`config.mk`:
```
export PLATFORM = sky130hd
export DESIGN_NAME = thp_tx_port
export DESIGN_NICKNAME = d
export VERILOG_FILES = /design/src/shared/thp_pkg.sv /design/src/thp_tx_port.sv
export SDC_FILE = /design/constraint.sdc
export NUM_CORES = 2
export LEC_CHECK = 0
export BUFFER_PORTS_ARGS = -buffer_cell sky130_fd_sc_hd__buf_2
export CORE_MARGIN = 2
export CORE_UTILIZATION = 55
export CTS_BUF_LIST = sky130_fd_sc_hd__clkbuf_2
export CTS_CLUSTER_SIZE = 16
export DETAILED_ROUTE_END_ITERATION = 16
export PLACE_DENSITY = 0.71
export SYNTH_ARGS = -nofsm -noshare
export SYNTH_HDL_FRONTEND = slang
export SYNTH_SLANG_ARGS = --single-unit
```
`constraint.sdc`:
```
create_clock -name clock -period 22.5 [get_ports clock]
set_input_delay 1.125 -clock clock [delete_from_list [all_inputs] [get_ports clock]]
set_output_delay 1.125 -clock clock [all_outputs]
set_load 0.02 [all_outputs]
```
`src/shared/thp_pkg.sv`:
```
// Constants and types for the transmit host port with its transmit FIFO.
// Assumes one clock, synchronous active-low reset, static mode pins.
// What this block does
// - With FIFO enabled, host writes a 256-character synchronous FIFO, up to 50 MHz.
// - Bit rate is 2.5, 5 or 10 times clock; 3, 6, 12 in raw 12-bit.
// - Twelve data inputs and special select are captured on the sample edge.
// - Encoded 8-bit: data 0-7, interrupt 8, halt 9, violation 10, cell start 11; bypassed keeps only bits 0-7 and 10.
// - Raw 10-bit: bits 0-9 pass raw; special, violation, cell start ignored.
// - Encoded 10-bit: data 0-9, violation 10, cell start 11 only when buffered.
// - Raw 12-bit: all twelve bits pass unencoded; special select ignored.
// - Bits with no function in the active mode are ignored.
// - In raw modes bit 0 is sent first, then ascending order.
// - Buffer bypass low disables the FIFO; all runs on the reference clock.
// - Buffer bypass high: host clock writes the FIFO, reference clock reads it.
// - Clocking mode comes from range select, speed select and buffer bypass; the rate here follows range, speed and raw 12-bit mode.
// - UTOPIA timing: empty, full and write select are active low.
// - UTOPIA: once addressed and selected, write every cycle write select stays low; here each write also needs address_match_n low.
// - Cascade timing: empty, full, write select active high; same addressing.
// - Cascade: data arrives one cycle after write select is asserted.
// - The transmit FIFO holds 256 entries of 14 bits.
// - Addressed and selected write captures data and command into the FIFO.
// - FIFO gives full, half-full and empty flags on the host clock.
// - A state machine on the reference clock does all FIFO reads.
// - Half-full flag stays active low under cascade timing.
// - With buffers bypassed, flags are synchronous to the reference clock.

package thp_pkg;

    // ****************************************
    // Sizes
    // ****************************************
    localparam int FIFO_DEPTH  = 256;
    localparam int PTR_W       = 8;
    localparam int CNT_W       = 9;
    localparam int WORD_W      = 12;
    localparam int ENTRY_W     = 14;
    localparam logic [CNT_W-1:0] HALF_LEVEL = 9'h080;
    localparam logic [CNT_W-1:0] FULL_LEVEL = 9'h100;

    // ****************************************
    // Entry field positions
    // ****************************************
    localparam int F_SCD    = 12;  // Special-or-data select
    localparam int F_RAW    = 13;  // Character was captured uncoded

    // Word masks per character mode, buffered / bypassed
    localparam logic [WORD_W-1:0] MASK_ENC8_BUF  = 12'hFFF;
    localparam logic [WORD_W-1:0] MASK_ENC8_BYP  = 12'h4FF;
    localparam logic [WORD_W-1:0] MASK_RAW10     = 12'h3FF;
    localparam logic [WORD_W-1:0] MASK_ENC10_BUF = 12'hFFF;
    localparam logic [WORD_W-1:0] MASK_ENC10_BYP = 12'h7FF;
    localparam logic [WORD_W-1:0] MASK_RAW12     = 12'hFFF;

    // ****************************************
    // Bit rate as twice the clock multiple
    // ****************************************
    localparam logic [4:0] RATE_X2_LOW  = 5'h05;
    localparam logic [4:0] RATE_X2_MID  = 5'h0A;
    localparam logic [4:0] RATE_X2_HIGH = 5'h14;
    localparam logic [4:0] RATE_X2_LOW12  = 5'h06;
    localparam logic [4:0] RATE_X2_MID12  = 5'h0C;
    localparam logic [4:0] RATE_X2_HIGH12 = 5'h18;

    // Reset values
    localparam logic [ENTRY_W-1:0] ENTRY_RST = 14'h0000;

    // Drain state machine
    typedef enum logic [1:0]
    {
        DR_IDLE = 2'b01,
        DR_HOLD = 2'b10
    } thp_drain_t;

endpackage : thp_pkg

```
`src/thp_tx_port.sv`:
```
// Transmit host port: write decode, mode mapping, 256-entry FIFO, drain.
// Assumes mode pins are static and both reset inputs are joined into reset_n.
// Host write clock and reference clock are the same clock here.

`timescale 1ns/1ps

module thp_tx_port
    import thp_pkg::*;
(
    input  wire logic                        clock,
    input  wire logic                        reset_n,
    input  wire logic                        buffer_bypass_select,
    input  wire logic                        coder_bypass_select,
    input  wire logic                        char_width_select,
    input  wire logic                        cascade_timing_select,
    input  wire logic                        range_select_pin,
    input  wire logic                        speed_select_pin,
    input  wire logic                        address_match_n,
    input  wire logic                        write_select,
    input  wire logic [thp_pkg::WORD_W-1:0]  tx_parallel_word,
    input  wire logic                        special_or_data_select,
    input  wire logic                        char_ready,
    output logic                             fifo_empty_flag,
    output logic                             fifo_full_flag,
    output logic                             fifo_half_full_n,
    output logic                             char_valid,
    output logic [thp_pkg::ENTRY_W-1:0]      char_word,
    output logic [4:0]                       bit_rate_x2,
    output logic                             fifo_mode
);
    import thp_pkg::*;

    // ****************************************
    // Mode decode
    // ****************************************
    // Character modes from the two width and coder pins
    wire fifo_on   = buffer_bypass_select;
    wire enc8      = coder_bypass_select & char_width_select;
    wire raw10     = ~coder_bypass_select & char_width_select;
    wire enc10     = coder_bypass_select & ~char_width_select;
    wire raw12     = ~coder_bypass_select & ~char_width_select;

    // Bypass with encoding must be 8-bit; enc10 there is host misuse
    wire [WORD_W-1:0] word_mask =
        enc8  ? (fifo_on ? MASK_ENC8_BUF : MASK_ENC8_BYP) :
        raw10 ? MASK_RAW10 :
        enc10 ? (fifo_on ? MASK_ENC10_BUF : MASK_ENC10_BYP) :
                MASK_RAW12;

    // Special select only means something in encoded modes
    wire scd_kept = special_or_data_select & coder_bypass_select;

    // Unused positions forced to zero, bit 0 stays first on the line
    wire [ENTRY_W-1:0] mapped_entry =
        {~coder_bypass_select, scd_kept,
         tx_parallel_word & word_mask};

    // Clock multiple from range, speed, coder and width pins
    wire [4:0] rate_d =
        raw12 ? (range_select_pin ? RATE_X2_HIGH12 :
                 (speed_select_pin ? RATE_X2_MID12 : RATE_X2_LOW12)) :
                (range_select_pin ? RATE_X2_HIGH :
                 (speed_select_pin ? RATE_X2_MID : RATE_X2_LOW));

    // ****************************************
    // Write select and address decode
    // ****************************************
    // Write select polarity follows the timing model
    wire ws_asserted = cascade_timing_select ? write_select
                                             : ~write_select;
    wire selected    = ~address_match_n & ws_asserted;

    logic select_q;
    logic select_d;
    assign select_d = selected;

    // Cascade writes land one cycle after the select was seen
    wire write_now = cascade_timing_select ? select_q
                                           : selected;

    // ****************************************
    // FIFO storage and pointers
    // ****************************************
    logic [ENTRY_W-1:0] mem [FIFO_DEPTH];
    logic [PTR_W-1:0]   wr_ptr_q;
    logic [PTR_W-1:0]   wr_ptr_d;
    logic [PTR_W-1:0]   rd_ptr_q;
    logic [PTR_W-1:0]   rd_ptr_d;
    logic [CNT_W-1:0]   count_q;
    logic [CNT_W-1:0]   count_d;
    thp_drain_t         state_q;
    thp_drain_t         state_d;

    wire is_full  = (count_q == FULL_LEVEL);
    wire is_empty = (count_q == '0);

    // Full FIFO drops the write; the write pointer does not move
    wire push = fifo_on & write_now & ~is_full;
    // Only the drain machine pops
    wire pop  = fifo_on & (state_q == DR_IDLE) & ~is_empty;

    assign wr_ptr_d = push ? wr_ptr_q + 8'h01 : wr_ptr_q;
    assign rd_ptr_d = pop  ? rd_ptr_q + 8'h01 : rd_ptr_q;

    // Level follows both ports in the same cycle
    always_comb
    begin
        count_d = count_q;
        if (push && !pop)
        begin
            count_d = count_q + 9'h001;
        end
        else if (pop && !push)
        begin
            count_d = count_q - 9'h001;
        end
    end

    // ****************************************
    // Flags
    // ****************************************
    // Flags from the next level so they are never a cycle stale
    wire empty_lvl = (count_d == '0);
    wire full_lvl  = (count_d == FULL_LEVEL);
    wire half_lvl  = (count_d >= HALF_LEVEL);

    // Polarity per timing model; half-full is active low always
    wire empty_flag_d = cascade_timing_select ? empty_lvl
                                              : ~empty_lvl;
    wire full_flag_d  = cascade_timing_select ? full_lvl
                                              : ~full_lvl;
    wire half_n_d     = ~half_lvl;

    // ****************************************
    // Drain machine and output word
    // ****************************************
    logic               char_valid_d;
    logic [ENTRY_W-1:0] char_word_d;

    // Buffered: fetch, then hold until taken; bypass: one word per write
    always_comb
    begin
        state_d      = state_q;
        char_valid_d = char_valid;
        char_word_d  = char_word;
        if (!fifo_on)
        begin
            state_d      = DR_IDLE;
            char_valid_d = write_now;
            if (write_now)
            begin
                char_word_d = mapped_entry;
            end
        end
        else
        begin
            case (state_q)
                DR_IDLE:
                begin
                    char_valid_d = 1'b0;
                    if (pop)
                    begin
                        char_word_d  = mem[rd_ptr_q];
                        char_valid_d = 1'b1;
                        state_d      = DR_HOLD;
                    end
                end
                DR_HOLD:
                begin
                    if (char_ready)
                    begin
                        char_valid_d = 1'b0;
                        state_d      = DR_IDLE;
                    end
                end
                default:
                begin
                    state_d      = DR_IDLE;
                    char_valid_d = 1'b0;
                end
            endcase
        end
    end

    // ****************************************
    // Registers
    // ****************************************
    // Storage array needs no reset; pointers guard it
    always_ff @(posedge clock)
    begin
        if (push)
        begin
            mem[wr_ptr_q] <= mapped_entry;
        end
    end

    // Pointers, level and select delay
    always_ff @(posedge clock)
    begin
        if (!reset_n)
        begin
            wr_ptr_q <= '0;
            rd_ptr_q <= '0;
            count_q  <= '0;
            select_q <= 1'b0;
            state_q  <= DR_IDLE;
        end
        else
        begin
            wr_ptr_q <= wr_ptr_d;
            rd_ptr_q <= rd_ptr_d;
            count_q  <= count_d;
            select_q <= select_d;
            state_q  <= state_d;
        end
    end

    // Registered outputs, flags on the single clock in both modes
    always_ff @(posedge clock)
    begin
        if (!reset_n)
        begin
            // Reset shows empty asserted and full negated, in pin polarity
            fifo_empty_flag  <= cascade_timing_select;
            fifo_full_flag   <= ~cascade_timing_select;
            fifo_half_full_n <= 1'b1;
            char_valid       <= 1'b0;
            char_word        <= ENTRY_RST;
            bit_rate_x2      <= RATE_X2_LOW;
            fifo_mode        <= 1'b0;
        end
        else
        begin
            fifo_empty_flag  <= empty_flag_d;
            fifo_full_flag   <= full_flag_d;
            fifo_half_full_n <= half_n_d;
            char_valid       <= char_valid_d;
            char_word        <= char_word_d;
            bit_rate_x2      <= rate_d;
            fifo_mode        <= fifo_on;
        end
    end

endmodule : thp_tx_port

```
==> flow_metrics.env <==
export IMPL_p_sw_share_pct=28.26
export IMPL_globalRouteTotalUtil_pct=30.21
export IMPL_portBuffers=47
export IMPL_start_kind="flip-flop"
export IMPL_first_iter_violations=12400
export IMPL_crit_type="flip-flop to flip-flop"
export IMPL_dr_pass1_iters=6
export IMPL_cts_buffers=849
export IMPL_finClkSkew_ns=0.3035
export IMPL_status="finished, violations left"
export IMPL_synth_nets=6603
export IMPL_place_congestion=0.9308
export IMPL_clock_latency_ns=2.32
export IMPL_dp_slack_ns=15.64
export IMPL_crit_path_end_kind="flip-flop"
export IMPL_num_rows=185
export IMPL_nFillCells=17820
export IMPL_p_switching_mw=3.926
export IMPL_die_h_um=510.1
export IMPL_die_width_um=510.1
export IMPL_core_mm2=0.2544
export IMPL_cpMostUsedCell="buf_4"
export IMPL_overflow=0
export IMPL_setup_ws_ns=15.77
export IMPL_yosysSeqAreaShare_pct=77.24
export IMPL_multi_input_area_mm2=0.02997
export IMPL_synth_cell_types=76
export IMPL_cts_clk_slew_worst_paths_ns=0.10
export IMPL_netlist_area_mm2=0.1409
export IMPL_maxCapViolations=1
export IMPL_comb_power_share_pct=15.2
export IMPL_crit_chain="buf_4, buf_4, buf_4, buf_4, buf_4, mux4_2, mux4_2, a22o_1, o21ai_0, a31oi_1"
export IMPL_grt_pass1_wl_um=550200
export IMPL_cts_root_buf="clkbuf_2"
export IMPL_grt_antenna_before_repair=25
export IMPL_cp_slowest_cell="o21ai_0"
export IMPL_synth_ff_type="edfxtp_1"
export IMPL_cp_required_ns=24.62
export IMPL_drv_slew=1
export IMPL_post_synth_cell_area_avg_um2=21.44
export IMPL_clockPowerShare_pct=30.5
export IMPL_viasPerCell=6.541
export IMPL_placedCellCount=10010
export IMPL_ff_latch_area_mm2=0.1088
export IMPL_cts_path_max_buffers=4
export IMPL_cts_num_sinks=3644
export IMPL_htree_levels=6
export IMPL_syn2layout_area_growth_pct=9.985
export IMPL_rsz0062_at_grt="false"
export IMPL_crit_path_max_fanout=41
export IMPL_p_seq_share_pct=54.2
export IMPL_clock_fmax_mhz=148.6
export IMPL_p_int_mw=9.963
export IMPL_utilization_pct=60.91
export IMPL_violations="max-capacitance violations, max-slew violations"
export IMPL_powerDensity_mw_per_mm2=89.63
export IMPL_setup_viol=0
export IMPL_syn_inst=6571
export IMPL_grt_max_degree=187
export IMPL_synthArstFlopShare_pct=0
export IMPL_vias=75810
export IMPL_min_period_ns=6.731
export IMPL_detail_route_antenna_nets=0
export IMPL_tightestPinTransition_ns=1.500
export IMPL_synth_warning_count=0
export IMPL_initial_utilization_pct=55.38
export IMPL_ir_worst_vdd_v=0.00007296
export IMPL_synth_edf_count=3584
export IMPL_leakage_nw=47.97
export IMPL_p_total_mw=13.89
export IMPL_io_pins=48
export IMPL_setup_tns_ns=0
export IMPL_wl_per_cell_um=33.84
export IMPL_finalNonFillerCells=11590
export IMPL_drt_total_wl_um=392200
export IMPL_drc=0
export IMPL_fin_nets=7584
export IMPL_fin_crit_sh_pct=29.91
export IMPL_dp_hpwl_um=232100
export IMPL_hold_class="input port to flip-flop"
export IMPL_cts_tree="yes"
export IMPL_hold_viol=0
export IMPL_grt_pass1_vias=75040
export IMPL_dieArea_mm2=0.2602
export IMPL_drive_above_1_share_pct=33.05
export IMPL_slew_limit_headroom_pct=-0.9115
export IMPL_cp_arrival_ns=8.85
export IMPL_slowest_delay_ns=0.85
export IMPL_ys_ff_latch=3644
[cell usage after synthesis (10+ instances only)]
cell / instances / share of area, %
a2111oi_0: 17 / 0.11
a211oi_1: 47 / 0.25
a21oi_1: 75 / 0.27
a221oi_1: 14 / 0.087
a22oi_1: 60 / 0.32
a31oi_1: 34 / 0.15
and2_1: 19 / 0.084
and3_1: 16 / 0.071
buf_1: 12 / 0.032
buf_2: 121 / 0.43
buf_4: 84 / 0.45
buf_6: 32 / 0.26
clkbuf_1: 117 / 0.31
dfxtp_1: 60 / 0.85
edfxtp_1: 3584 / 76
inv_1: 10 / 0.027
mux2_2: 35 / 0.28
mux2i_1: 238 / 1.7
mux4_2: 862 / 14
nand2_1: 210 / 0.56
nand2b_1: 24 / 0.11
nand3_1: 49 / 0.17
nand4_1: 20 / 0.089
nor2_1: 364 / 0.97
nor2b_1: 43 / 0.19
nor3_1: 59 / 0.21
nor4_1: 18 / 0.080
o2111ai_1: 12 / 0.075
o211ai_1: 12 / 0.064
o21ai_0: 55 / 0.20
o221ai_1: 17 / 0.11
o22ai_1: 105 / 0.47
or3_1: 16 / 0.071
xor2_1: 15 / 0.093
[cell type report]
class	instances	share of cell area, %
Clock buffer	1234	3.986
Sequential cell	3644	70.25
Inverter	14	0.04845
Antenna cell	24	0.03876
Multi-Input combinational cell	2544	19.34
Timing Repair Buffer	499	2.597
Clock inverter	264	1.026
Tap cell	3366	2.718
[worst max-delay path, delay by kind of cell (launching register included)]
family | cells | cell delay, ns
multiplexers | 2 | 1.13
flip-flops | 1 | 0.65
AO/OA/AOI/OAI | 3 | 1.31
buffers and inverters | 5 | 3.36
[repair_timing]
action,4_1_cts,5_1_grt
hold buffers,60,0
buffers inserted,0,0
hold endpoints to repair,1751,0
gates resized for setup,0,0
[cells by family (layout without fill, tap and decap cells)]
family,after synthesis,after routing,synth area share [%]
flip-flops,3644,3644,77.24
other,0,24,0
multiplexers,1135,1135,15.75
adder cells (fa/ha/maj),8,8,0.07105
AND/OR/NAND/NOR,875,875,2.818
AO/OA/AOI/OAI,503,503,2.433
XOR/XNOR,23,23,0.1430
buffers and inverters,383,2011,1.539
[per-stage QoR]
stage | instance area (µm²) | hold slack, ns
CTS | 154900 | 0.01089
detailed placement | 146400 | 0.4908
global route | 154900 | 0.1643
global placement | 146400 | 0.4838
finish | 155000 | 0.1261
floorplan | 140900 | 0.4725
[power groups by stage]
stage | registers (mW) | logic [mW] | clock network (mW)
2_1_floorplan | 7.68 | 1.48 | 0
3_3_place_gp | 7.68 | 2.07 | 0
3_5_place_dp | 7.68 | 2.09 | 0
4_1_cts | 7.53 | 2.11 | 4.30
5_1_grt | 7.53 | 2.22 | 4.63
6_report | 7.53 | 2.12 | 4.24
[layer usage]
metal  track usage, %  wire [µm]  vias up
met5                0         33        -
met4            14.10      19800        4
met3            8.976      53780      948
met2            44.48     177600     5741
met1            42.03     141000    39050
li1                 -          -    30060
[registers in the layout (all words and copies together) (netlist names), named ones only]
name	cells
fifo_mode	1
state_q	2
bit_rate_x2	5
char_valid	1
fifo_half_full_n	1
count_q	9
wr_ptr_q	8
fifo_full_flag	1
rd_ptr_q	8
char_word	14
fifo_empty_flag	1
mem	3584
select_q	1
[cell usage in the layout, fill, tap and decap left out, types with 53 or more instances in the layout]
| master | n |
|---|---|
| nor3_1 | 59 |
| a22oi_1 | 60 |
| o21ai_0 | 54 |
| buf_4 | 384 |
| nand2_1 | 205 |
| edfxtp_1 | 3584 |
| dlygate4sd3_1 | 54 |
| clkinv_1 | 189 |
| mux4_2 | 862 |
| dfxtp_1 | 53 |
| a21oi_1 | 75 |
| mux2i_1 | 238 |
| o22ai_1 | 105 |
| nor2_1 | 346 |
| clkbuf_2 | 1234 |
[path summary, 6_finish.rpt]
check	slack (ns)	cells after the start	end	from
hold reg to reg	0.43	2	flip-flop	rd_ptr_q[6]
setup / recovery	15.77	10	char_word[6]	flip-flop
hold / removal	0.13	2	mem[224][5]	tx_parallel_word[5]
setup reg to reg	15.77	10	char_word[6]	flip-flop
(Power assumes the default switching activity.)
